## config.mk

```make
export PLATFORM = sky130hd
export DESIGN_NAME = pser_port_status
export DESIGN_NICKNAME = d
export VERILOG_FILES = /design/src/verilog/pser_pkg.sv /design/src/verilog/pser_port_status.sv /design/src/verilog/pser_fault_capture.sv
export SDC_FILE = /design/constraint.sdc
export NUM_CORES = 1
export LEC_CHECK = 0
export BUFFER_PORTS_ARGS = -buffer_cell sky130_fd_sc_hd__buf_2
export CORE_UTILIZATION = 50
export CTS_CLUSTER_SIZE = 25
export DETAILED_ROUTE_END_ITERATION = 10
export HOLD_SLACK_MARGIN = 0.06
export PLACE_DENSITY = 0.8
export SLEW_MARGIN = 20
export SYNTH_ARGS = -nofsm -noshare
export SYNTH_HDL_FRONTEND = slang
export SYNTH_HIERARCHICAL = 1
export SYNTH_SLANG_ARGS = --single-unit
```

## constraint.sdc

```tcl
create_clock -name core_clk -period 1.5 [get_ports core_clk]
set_input_delay 0.15 -clock core_clk [delete_from_list [all_inputs] [get_ports core_clk]]
set_output_delay 0.15 -clock core_clk [all_outputs]
set_load 0.01 [all_outputs]
```

## src/verilog/pser_pkg.sv

```systemverilog
// Shared constants, types and register map for the port status and error report bank
`default_nettype none
package pser_pkg;

  // Register byte addresses
  localparam logic [31:0] ADDR_STATUS = 32'h2000404C;
  localparam logic [31:0] ADDR_FAULT_CODE = 32'h20004050;
  localparam logic [31:0] ADDR_FAULT_ADDR = 32'h20004054;

  // Reset values
  localparam logic [31:0] STATUS_RST = 32'h00000000;
  localparam logic [31:0] CODE_RST = 32'h00000000;
  localparam logic [31:0] FADDR_RST = 32'h00000000;
  localparam logic [31:0] RDATA_IDLE = 32'h00000000;

  // Status bit positions
  localparam int BIT_MAINT = 31;
  localparam int BIT_SELFTEST = 19;
  localparam int BIT_PARITY = 17;
  localparam int BIT_SHM = 16;
  localparam int BIT_OTHER = 7;
  localparam int BIT_TIMER = 6;
  localparam int BIT_RAM = 5;
  localparam int BIT_STRUCT = 4;
  localparam int BIT_INIT = 3;
  localparam int BIT_DISABLE = 2;
  localparam int BIT_POOL = 1;
  localparam int BIT_REPLY = 0;

  // Bits that can ever read as one
  localparam logic [31:0] STATUS_MASK = 32'h800B00FF;

  // Fault code field positions
  localparam int CODE_MOD_LSB = 24;
  localparam int CODE_SPEC_LSB = 16;
  localparam int CODE_STRUCT_LSB = 0;

  typedef enum logic [2:0] {
    PSER_UNINIT = 3'b000,
    PSER_UNINIT_MAINT = 3'b001,
    PSER_DISABLED = 3'b010,
    PSER_DISABLED_MAINT = 3'b011,
    PSER_ENABLED = 3'b100,
    PSER_ENABLED_MAINT = 3'b101
  } pser_state_e;

  // One-cycle event pulses from the port engine, with their data
  typedef struct packed {
    logic parity_err;
    logic shm_err;
    logic selftest_err;
    logic other_err;
    logic timer_expired;
    logic ram_err;
    logic struct_err;
    logic struct_in_queue;
    logic init_done;
    logic disable_done;
    logic enable_done;
    logic pool_empty;
    logic reply_ready;
    logic buf_mem_err;
    logic [7:0] other_module;
    logic [7:0] other_specific;
    logic [15:0] struct_number;
    logic [31:0] fail_addr;
  } pser_event_s;

  // CPU register access
  typedef struct packed {
    logic rd;
    logic wr;
    logic [31:0] addr;
    logic [31:0] wdata;
  } pser_cpu_req_s;

endpackage

`default_nettype wire

```

## src/verilog/pser_port_status.sv

```systemverilog
// Port status flags, port state tracking and CPU read access to the report registers
`timescale 1ns/1ps
`default_nettype none

// Function
// - Register access parity error sets its flag, maintenance flag, port goes uninitialized.
// - Shared store error sets its flag, maintenance flag, port goes uninitialized.
// - Status bits 15..8 read zero; CPU writes never change status.
// - Miscellaneous error sets flag, records code, port enters disabled/maintenance.
// - Maintenance timer expiry sets its flag, port enters uninitialized/maintenance.
// - Memory data or nonexistent error sets flag, port disabled or disabled/maintenance.
// - Data structure error sets flag, disables port; queue errors lock queues.
// - Initialization finished sets flag; port rests disabled or disabled/maintenance.
// - Reaching disabled state sets the disable complete flag.
// - Empty message pool sets flag while command processing continues.
// - Inserting into an empty response queue sets the reply ready flag.
// - Fault code register is read-only, meaningful only after listed faults.
// - Fault code: module byte, specific byte on top, structure number low half.
// - Listed faults and buffer memory errors load the failing address register.
// - Address kind depends on fault: virtual, physical, or error specific.
// - Buffer errors overwrite address; stopping faults keep it fixed.
// - Failing address register is read-only, valid only after listed faults.
// - Top status bit marks maintenance fault; port then uninitialized.
// - Enabled interrupts fire per status update; status frozen until release.
// - Status is read-only, readable except during chip initialization.
module pser_port_status (
  // Clock and reset
  input wire logic core_clk,
  input wire logic rstn,
  // CPU register access
  input wire pser_pkg::pser_cpu_req_s cpu_req,
  output logic [31:0] cpu_rdata,
  output logic cpu_ack,
  // Port engine events and modes
  input wire pser_pkg::pser_event_s ev,
  input wire logic maint_mode,
  input wire logic chip_init,
  // Links to the control registers
  input wire logic status_release,
  input wire logic irq_enable,
  // Results
  output logic status_irq,
  output logic queues_locked,
  output var pser_pkg::pser_state_e port_state
);

  logic [31:0] status_reg;
  logic [31:0] status_next;
  logic [31:0] pending_reg;
  logic [31:0] pending_next;
  logic [31:0] event_bits;
  logic frozen_reg;
  logic [31:0] fault_code;
  logic [31:0] fault_addr;
  logic [31:0] rdata_next;
  logic ev_any;
  pser_pkg::pser_state_e state_next;

  // Map event pulses onto status bit positions
  always_comb begin
    event_bits = 32'h00000000;
    event_bits[pser_pkg::BIT_PARITY] = ev.parity_err;
    event_bits[pser_pkg::BIT_SHM] = ev.shm_err;
    event_bits[pser_pkg::BIT_SELFTEST] = ev.selftest_err;
    event_bits[pser_pkg::BIT_MAINT] = ev.parity_err | ev.shm_err | ev.selftest_err;
    event_bits[pser_pkg::BIT_OTHER] = ev.other_err;
    event_bits[pser_pkg::BIT_TIMER] = ev.timer_expired;
    event_bits[pser_pkg::BIT_RAM] = ev.ram_err;
    event_bits[pser_pkg::BIT_STRUCT] = ev.struct_err;
    event_bits[pser_pkg::BIT_INIT] = ev.init_done;
    event_bits[pser_pkg::BIT_DISABLE] = ev.disable_done;
    event_bits[pser_pkg::BIT_POOL] = ev.pool_empty;
    event_bits[pser_pkg::BIT_REPLY] = ev.reply_ready;
    event_bits = event_bits & pser_pkg::STATUS_MASK;
  end

  assign ev_any = |event_bits;

  // Visible status and events held back while it is frozen
  always_comb begin
    status_next = status_reg;
    pending_next = pending_reg;
    if (status_release) begin
      // Release hands the register back; held and same-cycle events survive
      status_next = pending_reg | event_bits;
      pending_next = 32'h00000000;
    end else if (frozen_reg) begin
      pending_next = pending_reg | event_bits;
    end else begin
      status_next = status_reg | event_bits;
    end
  end

  // CPU writes never reach the status register
  always_ff @(posedge core_clk or negedge rstn) begin
    if (!rstn) begin
      status_reg <= pser_pkg::STATUS_RST;
      pending_reg <= pser_pkg::STATUS_RST;
    end else begin
      status_reg <= status_next & pser_pkg::STATUS_MASK;
      pending_reg <= pending_next & pser_pkg::STATUS_MASK;
    end
  end

  // Freeze once an interrupt is requested
  always_ff @(posedge core_clk or negedge rstn) begin
    if (!rstn) begin
      frozen_reg <= 1'b0;
    end else if (status_release) begin
      frozen_reg <= irq_enable & ((|pending_reg) | ev_any);
    end else if (!frozen_reg && irq_enable && ev_any) begin
      frozen_reg <= 1'b1;
    end
  end

  always_ff @(posedge core_clk or negedge rstn) begin
    if (!rstn) begin
      status_irq <= 1'b0;
    end else begin
      status_irq <= irq_enable & (frozen_reg | (ev_any & !frozen_reg)) & !status_release;
    end
  end

  // Port state; stopping faults outrank progress events
  always_comb begin
    state_next = port_state;
    if (ev.parity_err | ev.shm_err | ev.selftest_err) begin
      state_next = pser_pkg::PSER_UNINIT;
    end else if (ev.timer_expired) begin
      state_next = pser_pkg::PSER_UNINIT_MAINT;
    end else if (ev.other_err) begin
      state_next = pser_pkg::PSER_DISABLED_MAINT;
    end else if (ev.ram_err | ev.struct_err | ev.init_done | ev.disable_done) begin
      state_next = maint_mode ? pser_pkg::PSER_DISABLED_MAINT
                              : pser_pkg::PSER_DISABLED;
    end else if (ev.enable_done) begin
      state_next = maint_mode ? pser_pkg::PSER_ENABLED_MAINT : pser_pkg::PSER_ENABLED;
    end
  end

  always_ff @(posedge core_clk or negedge rstn) begin
    if (!rstn) begin
      port_state <= pser_pkg::PSER_UNINIT;
    end else begin
      port_state <= state_next;
    end
  end

  // Queue structure faults leave the queues locked until reinitialized
  always_ff @(posedge core_clk or negedge rstn) begin
    if (!rstn) begin
      queues_locked <= 1'b0;
    end else if (ev.struct_err && ev.struct_in_queue) begin
      queues_locked <= 1'b1;
    end else if (ev.init_done) begin
      queues_locked <= 1'b0;
    end
  end

  pser_fault_capture u_capture (
    .core_clk(core_clk),
    .rstn(rstn),
    .ev(ev),
    .fault_code_reg(fault_code),
    .fault_addr_reg(fault_addr)
  );

  // Read decode; writes are accepted and ignored
  always_comb begin
    rdata_next = pser_pkg::RDATA_IDLE;
    if (cpu_req.rd && !chip_init) begin
      case (cpu_req.addr)
        pser_pkg::ADDR_STATUS: begin
          rdata_next = status_reg & pser_pkg::STATUS_MASK;
        end
        pser_pkg::ADDR_FAULT_CODE: begin
          rdata_next = fault_code;
        end
        pser_pkg::ADDR_FAULT_ADDR: begin
          rdata_next = fault_addr;
        end
        default: begin
          rdata_next = pser_pkg::RDATA_IDLE;
        end
      endcase
    end
  end

  always_ff @(posedge core_clk or negedge rstn) begin
    if (!rstn) begin
      cpu_rdata <= pser_pkg::RDATA_IDLE;
      cpu_ack <= 1'b0;
    end else begin
      cpu_rdata <= rdata_next;
      cpu_ack <= cpu_req.rd | cpu_req.wr;
    end
  end

endmodule

`default_nettype wire

```

## src/verilog/pser_fault_capture.sv

```systemverilog
// Fault code and failing address capture with lock after stopping faults
`timescale 1ns/1ps
`default_nettype none

module pser_fault_capture (
  // Clock and reset
  input wire logic core_clk,
  input wire logic rstn,
  // Events
  input wire pser_pkg::pser_event_s ev,
  // Captured values
  output logic [31:0] fault_code_reg,
  output logic [31:0] fault_addr_reg
);

  logic stopped_reg;
  logic fatal;
  logic code_upper;

  assign fatal = ev.parity_err | ev.shm_err | ev.selftest_err | ev.timer_expired |
                 ev.ram_err | ev.struct_err | ev.other_err;
  assign code_upper = ev.other_err | ev.selftest_err;

  // Once stopped, later errors do not disturb the captured values
  always_ff @(posedge core_clk or negedge rstn) begin
    if (!rstn) begin
      stopped_reg <= 1'b0;
    end else if (fatal) begin
      stopped_reg <= 1'b1;
    end else if (ev.init_done) begin
      stopped_reg <= 1'b0;
    end
  end

  always_ff @(posedge core_clk or negedge rstn) begin
    if (!rstn) begin
      fault_code_reg <= pser_pkg::CODE_RST;
    end else if (!stopped_reg) begin
      if (code_upper) begin
        fault_code_reg[pser_pkg::CODE_MOD_LSB +: 8] <= ev.other_module;
        fault_code_reg[pser_pkg::CODE_SPEC_LSB +: 8] <= ev.other_specific;
      end
      if (ev.struct_err) begin
        fault_code_reg[pser_pkg::CODE_STRUCT_LSB +: 16] <= ev.struct_number;
      end
    end
  end

  // Buffer errors overwrite until a stopping fault; stopping faults other than timer expiry and miscellaneous errors capture once
  always_ff @(posedge core_clk or negedge rstn) begin
    if (!rstn) begin
      fault_addr_reg <= pser_pkg::FADDR_RST;
    end else if (!stopped_reg && (ev.struct_err | ev.ram_err | ev.parity_err | ev.shm_err |
                                  ev.selftest_err | ev.buf_mem_err)) begin
      fault_addr_reg <= ev.fail_addr;
    end
  end

endmodule

`default_nettype wire

```

Yosys cells after proc, flatten, opt, wreduce, memory -nomap -nowiden

Cells that the tools add are included.
Widths: inputs -> output; s select.

Logic and storage cells: 76
Input port bits: 150
Output and inout bits: 38
Flip-flop bits (word level): 128

Bitwise operators: 24
Reductions and logical operators: 18
Muxes and demuxes: 18
Eq/ne operators: 4

Operators with widths:

| kind                 | number |
|---|---|
| $mux 32              | 5 |
| $eq 32x30->1 const B | 3 |
| $pmux 32 s3          | 1 |
| $or 32x32->32        | 2 |
| $reduce_or 12->1     | 2 |
| $or 1x1->1           | 17 |
| $mux 3               | 5 |
| $reduce_bool 2->1    | 4 |
| $mux 1               | 7 |
| $logic_and 1x1->1    | 5 |
| $reduce_bool 5->1    | 1 |
| $and 1x1->1          | 4 |
| $logic_not 1->1      | 4 |
| $reduce_and 2->1     | 2 |
| $ne 2x2->1 const B   | 1 |
| $not 1->1            | 1 |

Logic depth before layout (Yosys ltp)

Gate-level depths: netlist (run 1).

Word-level depth: 7
Gate-level depth with buffers: 5
Mapped depth without buffers: 3

Hierarchy

The synthesis (run 1) kept the hierarchy.

Modules (own cells, without submodules):

| module             | instances | area each (um^2) | cells an instance | seq. area each (um^2) |
|---|---|---|---|---|
| pser_port_status   | 1         | 2849.0           | 267               | 1576.5 |
| pser_fault_capture | 1         | 2578.7           | 143               | 1626.6 |

Worst setup path before layout (run 1)

Ideal clock, no wire load.

Path type: input port to flip-flop
Start point: input port ev[74] (netlist bit)
End point: register port_state[2]
Required time: 1.428 ns
Cell stages on the path: 4
Slack: 0.082 ns
Path buffers: 1
Setup time: 0.072 ns
Arrival: 1.346 ns
Path through: or4_1 buf_2 or4_1 nor2_1

Word-level cells in the longest chain between the ends: 3
Elaborated cells between the ends (all ways): 4
Classes of those cells: 3 x mux; 1 x reduce/logical

RTL lines:

| item                 | RTL line                | text |
|---|---|---|
| from (decl)          | pser_port_status.sv:35  | `input wire pser_pkg::pser_event_s ev,` |
| $mux 3               | pser_port_status.sv:131 | `end else if (ev.other_err) begin` |
| $mux 3               | pser_port_status.sv:129 | `end else if (ev.timer_expired) begin` |
| $mux 3               | pser_port_status.sv:127 | `if (ev.parity_err \| ev.shm_err \| ev.selftest_err) begin` |
| to (signal assigned) | pser_port_status.sv:143 | `port_state <= pser_pkg::PSER_UNINIT;` |
| to (signal assigned) | pser_port_status.sv:145 | `port_state <= state_next;` |
| to (decl)            | pser_port_status.sv:44  | `output var pser_pkg::pser_state_e port_state` |

Several ways; a longest one is shown, not always the timed one.
A chain may end at the register's enable or synchronous reset.

Worst setup path after layout (run 1)

Start point: input port ev[71] (netlist bit)
End point: register u_capture.fault_addr_reg[29]

Word-level cells in the longest chain between the ends: 6

RTL lines:

| item                     | RTL line                 | text |
|---|---|---|
| $or 1x1->1 (4 in series) | pser_fault_capture.sv:53 | `end else if (!stopped_reg && (ev.struct_err \| ev.ram_err \| ev.parity_err \| ev.shm_err \|` |
| $or 1x1->1               | pser_fault_capture.sv:54 | `ev.selftest_err \| ev.buf_mem_err)) begin` |
| $logic_and 1x1->1        | pser_fault_capture.sv:53 |  |
| to (signal assigned)     | pser_fault_capture.sv:52 | `fault_addr_reg <= pser_pkg::FADDR_RST;` |
| to (signal assigned)     | pser_fault_capture.sv:55 | `fault_addr_reg <= ev.fail_addr;` |
| to (decl)                | pser_fault_capture.sv:13 | `output logic [31:0] fault_addr_reg` |

Every way passes these cells.

==> results of run 1 <==
[power by group through the flow]
stage	combinational [µW]	clock [µW]	sequential, µW
after floorplan	498	0	3880
after global placement	856	0	3920
after detailed placement	891	0	3930
after CTS	1070	4100	3880
after global routing	1180	4290	3910
final	1100	4060	3890
[final cells by class]
type | count | share of cell area [%]
Sequential cell | 128 | 40.09
Multi-Input combinational cell | 250 | 26.14
Timing Repair Buffer | 267 | 24.24
Clock buffer | 18 | 5.231
Tap cell | 136 | 2.130
Clock inverter | 14 | 2.067
Inverter | 2 | 0.09397
[routing by layer]
metal  share of wire, %  track usage, %  vias to the layer above
met5                  0               0                        -
met4                2.6           11.11                        0
met3                5.9           7.051                       35
met2                 53           52.60                      221
met1                 39           34.77                     2261
li1                   -               -                     2035
[metrics by stage]
| stage | power (µW) | util (%) | TNS (ns) | area, µm² |
|---|---|---|---|---|
| after global placement | 4771 | 62.96 | -0.07436 | 6558 |
| after global routing | 9381 | 76.70 | 0 | 7989 |
| after detailed placement | 4825 | 62.96 | -0.2268 | 6558 |
| after CTS | 9054 | 76.53 | 0 | 7971 |
| final | 9044 | 76.70 | 0 | 7989 |
| after floorplan | 4380 | - | 0 | 5428 |
[cell families (layout without fill, tap and decap cells)]
logic type             Yosys count  in the layout  share of synthesized area (%)
AO/OA/AOI/OAI                   67             67                          7.262
AND/OR/NAND/NOR                 87             87                          9.359
buffers and inverters           32            301                          2.835
flip-flops                     128            128                          59.01
multiplexers                    96             96                          21.53
[synthesized netlist by cell type]
cell / count / area (µm²)
a21oi_2: 1 / 8.760
mux2i_1: 20 / 200.2
or4_1: 2 / 15.01
buf_4: 1 / 7.510
a22oi_1: 12 / 90.09
o21bai_2: 1 / 11.26
nor3_1: 6 / 30.03
nor4_4: 1 / 21.27
o41ai_1: 1 / 8.760
inv_1: 2 / 7.510
o21ai_0: 22 / 110.1
nand2b_1: 2 / 12.51
a21oi_1: 25 / 125.1
nand3_1: 1 / 5.000
o31a_1: 1 / 8.760
nor2_1: 19 / 71.32
clkbuf_1: 19 / 71.32
buf_1: 1 / 3.750
and3_1: 1 / 6.260
a211oi_1: 3 / 22.52
or3_1: 2 / 12.51
nor4_1: 39 / 244.0
buf_6: 3 / 33.78
nor2b_1: 4 / 25.02
nor4b_1: 3 / 26.28
mux2_4: 30 / 450.4
buf_2: 6 / 30.03
o221ai_1: 1 / 8.760
dfrtp_1: 128 / 3203
and3b_1: 1 / 8.760
nand4_1: 2 / 12.51
nand2_1: 3 / 11.26
or2_2: 1 / 6.260
mux2_2: 46 / 518.0
[worst reg2reg max path: stages (launching register included)]
cell and delay, ns:
dfrtp_1 0.45, nor2b_2 0.26, buf_12 0.19, mux2_2 0.36
[how the worst max path moves through the flow]
stage / start / endpoint
finish: ev[71] / u_capture/fault_addr_reg[29]
detailed placement: ev[74] / frozen_reg
CTS: ev[72] / u_capture/fault_addr_reg[6]
global route: ev[71] / u_capture/fault_addr_reg[29]
global placement: ev[74] / port_state[2]
floorplan: ev[74] / port_state[2]
[timing repair]
action,4_1_cts,5_1_grt
hold buffers,83,0
setup endpoints to repair,0,15
endpoints found under the hold margin,221,0
resized for setup,0,4
==> metrics.txt, run 1 <==
run status complete, no violations; critical path's slowest cell dlygate4sd3_1; RSZ-0062 raised after global routing no; register area share after synthesis 59.01%; Worst Setup Slack, final 0.03927 ns; final standard cell count with taps included and fillers excluded 815; number of I/O port buffers about 160; clock tree from TritonCTS done; instance count of the mapped netlist 410; Via density 5.585; power density over cell area between 1000 and 1500 nW/µm²; Max stage delay on crit path 0.56 ns; buffers inserted by post-CTS timing repair 0; average footprint of a synthesized cell 13.24 µm²; average wire per cell in the routed design 19.50 µm; total of max-cap violations 0; First DRT Iteration DRCs 293; worst hold-check path type primary input to register; final weighted congestion in routability-driven placement 0.8071; setup slack of the most critical reg-to-reg path 0.11 ns; flip-flop and latch area around 3200 µm²; register bit count reported by yosys around 130; Worst Path Buf+Inv 4; remaining global-route overflow 0; area inside the core boundary 10420 µm²; floorplan row count 37; RR Endpoint u_capture/fault_code_reg[12]; maximum vdd drop 0.0006406 V; leakage power figure 0.003806 µW; total count of hold-check failures in the final report 0; maximum clock path buffer count 2; Worst Hold End pending_reg[0]; ratio of cells with drive above 1 in the final layout 43.74%; drt total wl 15.89 mm; fraction of power spent switching nets 23.80%; most frequent cells in the layout buf_2, dfrtp_1, dlygate4sd3_1, mux2_2, nor4_1; clock network fraction of total power between 40 and 50%; Final Slew Violations 0; switching power summed over all nets 2153 µW; clock network latency to the later pin of the worst-skew pair 0.52 ns; Layout Area Growth over Synthesis 47.19%; number of fill cells 613; HPWL after detailed placement 9.319 mm; post-synthesis cell area 5428 µm²; number of distinct standard cells referenced by the synthesized netlist 34; drt first pass iters 5; number of global-route vias before repair ~4800; minimum hold slack 0.1180 ns; Syn Nets 560; endpoint kind of the worst setup timing path register; data arrival time of the critical path 1.86 ns; number of placed I/O pins about 190; path type of the worst setup path primary input to register; r2r worst-path depth 3; number of antenna diodes 0; Crit path max-delay family buffers and inverters; H-tree depth 4; global-route wire length before repair 24.72 mm; initial antenna violation count 0; worst r2r src u_capture/stopped_reg; floorplan die area roughly 11000 µm²; Max-Slew Margin vs Limit 62.20%; proportion of power drawn by flip-flops and latches a little over two fifths; cell at the root of the clock tree clkbuf_8; NumNets Final a little over 800; Worst EP required roughly 1.9 ns; Period Utilization, post-route 97.38%; worst setup slack after placement -0.1397 ns; die height 106.2 µm; critical path launch point type primary input; combined global-route utilization of all metal layers 29.66%; die width 106.2 µm; final routed DRC violation total 0; Worst-path clk slew 0.06 ns; cell total after placement 700; most common cell after layout, fill and taps aside buf_2; cell count of the worst hold path 2; total stage count of the critical path 7; max frequency 684.6 MHz; maximum number of pins on one net before global-route repair 40; cts bufs inserted 17; hold path start status_release; final clock skew 0.008690 ns; via count of the routed design 4552; final setup violation count 0; Antenna Nets Post-Route 0; Synth warnings 6; crit path time final 1.461 ns; starting density of the core 52.11%; Comb power frac 12.1%; cell internal power dissipation 6892 µW; CTS sink count 128; combined area of the multi-input logic cells 2088 µm²; CP Cell Sequence buf_2 > dlygate4sd3_1 > buf_6 > nor4_4 > a21oi_4 > buf_12 > mux2_4; crit path max fanout 19; transition time at the pin with the least slew margin 0.5670 ns
Note: power is estimated with default switching activity, not from simulation.
==> inputs of run 2 (changes only) <==
--- a/config.mk
+++ b/config.mk
@@ -6,11 +6,10 @@
 export NUM_CORES = 1
 export LEC_CHECK = 0
 export BUFFER_PORTS_ARGS = -buffer_cell sky130_fd_sc_hd__buf_2
-export CORE_UTILIZATION = 50
+export CORE_UTILIZATION = 30
 export CTS_CLUSTER_SIZE = 25
 export DETAILED_ROUTE_END_ITERATION = 10
 export HOLD_SLACK_MARGIN = 0.06
-export PLACE_DENSITY = 0.8
 export SLEW_MARGIN = 20
 export SYNTH_ARGS = -nofsm -noshare
 export SYNTH_HDL_FRONTEND = slang
==> run 2 against run 1 <==
  * Sequential share of layout area is 0.32 points lower
  * Largest cell class unchanged
  * Non-clock buffer count shrank 8
  * Highest routed layer unchanged
  * Critical endpoint is now frozen_reg
  * Largest power group unchanged
  * Critical path depth is 2 lower
  * Worst setup slack improved by 0.041 ns
  * Worst hold slack lost 0.035 ns
  * Clock-buffer cell count up 2
==> metrics.txt, run 2 (synthesis gave the netlist of run 1 again) <==
run status complete, no violations; cts bufs inserted 17 (unchanged); crit path max fanout 6 (-13); CTS sink count 128 (unchanged); total of max-cap violations 0 (unchanged); die height 136.5 µm (+29%); clock tree from TritonCTS done; H-tree depth 4 (unchanged); clock network latency to the later pin of the worst-skew pair 0.41 ns (-0.11 ns); post-layout utilization of the core 46.08% (-31 points); worst hold-check path type primary input to register; maximum vdd drop 0.0007422 V (+16%); number of I/O port buffers 155 (unchanged); global-route wire length before repair 23.25 mm (-5.9%); First DRT Iteration DRCs 178 (-39%); ratio of cells with drive above 1 in the final layout 44.56% (+0.82 points); combined global-route utilization of all metal layers 16.80% (-13 points); final routed DRC violation total 0 (unchanged); leakage power figure 0.003781 µW (-0.66%); number of fill cells 1583 (+160%); Via density 4.828 (-14%); CP Cell Sequence dlygate4sd3_1 > buf_2 > or3_4 > o41ai_1 > o221ai_1; Worst Setup Slack, final 0.08040 ns (+0.04113 ns); cell at the root of the clock tree clkbuf_16; setup slack of the most critical reg-to-reg path 0.15 ns (+0.04 ns); Worst EP required 1.77 ns (-0.13 ns); most frequent cells in the layout buf_2, dfrtp_1, dlygate4sd3_1, mux2_2, nor4_1; crit path time final 1.420 ns (-0.04113 ns); power density over cell area 1145 nW/µm² (+1.2%); transition time at the pin with the least slew margin 0.5707 ns (+0.003661 ns); initial antenna violation count 0 (unchanged); minimum hold slack 0.08341 ns (-0.03457 ns); Max-Slew Margin vs Limit 61.96% (-0.24 points); Crit path max-delay family buffers and inverters; Max stage delay on crit path 0.53 ns (-0.03 ns); via count of the routed design 4326 (-5.0%); Fin Setup TNS 0 ns (unchanged); number of placed I/O pins 188 (unchanged); HPWL after detailed placement 10.13 mm (+8.7%); starting density of the core 31.06% (-21 points); data arrival time of the critical path 1.69 ns (-0.17 ns); maximum clock path buffer count 2 (unchanged); most common cell after layout, fill and taps aside buf_2; endpoint kind of the worst setup timing path register; Period Utilization, post-route 94.64% (-2.7 points); floorplan die area 18630 µm² (+65%); average wire per cell in the routed design 16.65 µm (-15%); floorplan row count 48 (+30%); path type of the worst setup path primary input to register; worst setup slack after placement -0.08322 ns (+0.05649 ns); number of global-route vias before repair 4447 (-7.5%); area inside the core boundary 17480 µm² (+68%); final weighted congestion in routability-driven placement 0.8170 (+1.2%); critical path launch point type primary input; Worst-path clk slew 0.06 ns (about the same); critical path's slowest cell dlygate4sd3_1; die width 136.5 µm (+29%); combined area of the multi-input logic cells 2088 µm² (unchanged); number of antenna diodes 0 (unchanged); final setup violation count 0 (unchanged); drt first pass iters 5 (unchanged); NumNets Final 808 (-0.98%); drt total wl 14.91 mm (-6.2%); flip-flop and latch area 3203 µm² (unchanged); remaining global-route overflow 0 (unchanged); total power draw 9224 µW (+2.0%); Worst Path Buf+Inv 2 (-2); total count of hold-check failures in the final report 0 (unchanged); maximum number of pins on one net before global-route repair 40 (unchanged); final clock skew 0.009213 ns (+0.0005226 ns); Antenna Nets Post-Route 0 (unchanged); RSZ-0062 raised after global routing no; Layout Area Growth over Synthesis 48.39%; Final Slew Violations 0 (unchanged); max frequency 704.4 MHz (+2.9%)
-- run 2: changes by cell type in the layout (fill, tap and decap cells not counted), sizes merged --
cell	change
clkinvlp	-1
clkbuf	+2
clkinv	-1
dlygate4sd3	-7
dlymetal6s4s	-1
-- run 2: report_power, final --
group / leakage [µW] / switching, µW / internal [µW]
sequential: 0.00161 / 155 / 3720
clock: 0.000295 / 1560 / 2750
combinational: 0.00188 / 413 / 629
-- run 2: layer usage --
| layer | global-route usage (%) | part of all wire [%] | vias to the layer above |
|---|---|---|---|
| met3 | 4.481 | 5.9 | 26 |
| li1 | - | - | 2020 |
| met4 | 6.481 | 2.0 | 0 |
| met5 | 0 | 0 | - |
| met2 | 28.45 | 50 | 165 |
| met1 | 20.30 | 42 | 2115 |
-- run 2: final cells by class --
| class | count | area share, % |
|---|---|---|
| clock buffers | 20 | 5.795 |
| clock inverters | 12 | 1.942 |
| inverters | 2 | 0.09321 |
| multi-input cells | 250 | 25.93 |
| flip-flops and latches | 128 | 39.77 |
| well taps | 225 | 3.495 |
| repair buffers | 259 | 22.98 |
-- run 2: worst register-to-register path: stages, from the launching register on --
cell and delay, ns:
dfrtp_1 0.44, a21oi_4 0.23, buf_12 0.21, mux2_2 0.36
-- run 2: per-stage QoR --
step / area (µm²) / cells
after global routing: 8054 / 896
after floorplan: 5428 / 410
final: 8054 / 896
after global placement: 6673 / 789
after detailed placement: 6673 / 789
after CTS: 8046 / 896
-- run 2: final timing paths --
check | startpoint | endpoint | cells past startpoint
hold / removal | ev[77] | pending_reg[17] | 3
max in group asynchronous | rstn | u_capture/fault_code_reg[23] | 3
min in group asynchronous | rstn | port_state[2] | 2
hold reg to reg | u_capture/fault_code_reg[22] | u_capture/fault_code_reg[22] | 1
setup reg to reg | u_capture/stopped_reg | u_capture/fault_addr_reg[14] | 3
setup / recovery | ev[76] | frozen_reg | 5
-- run 2: repair_timing --
action                                 CTS  global route
resized for setup                        0             2
buffers inserted                         0             0
setup endpoints to repair                0             9
endpoints found under the hold margin  205             1
hold buffers                            75             1
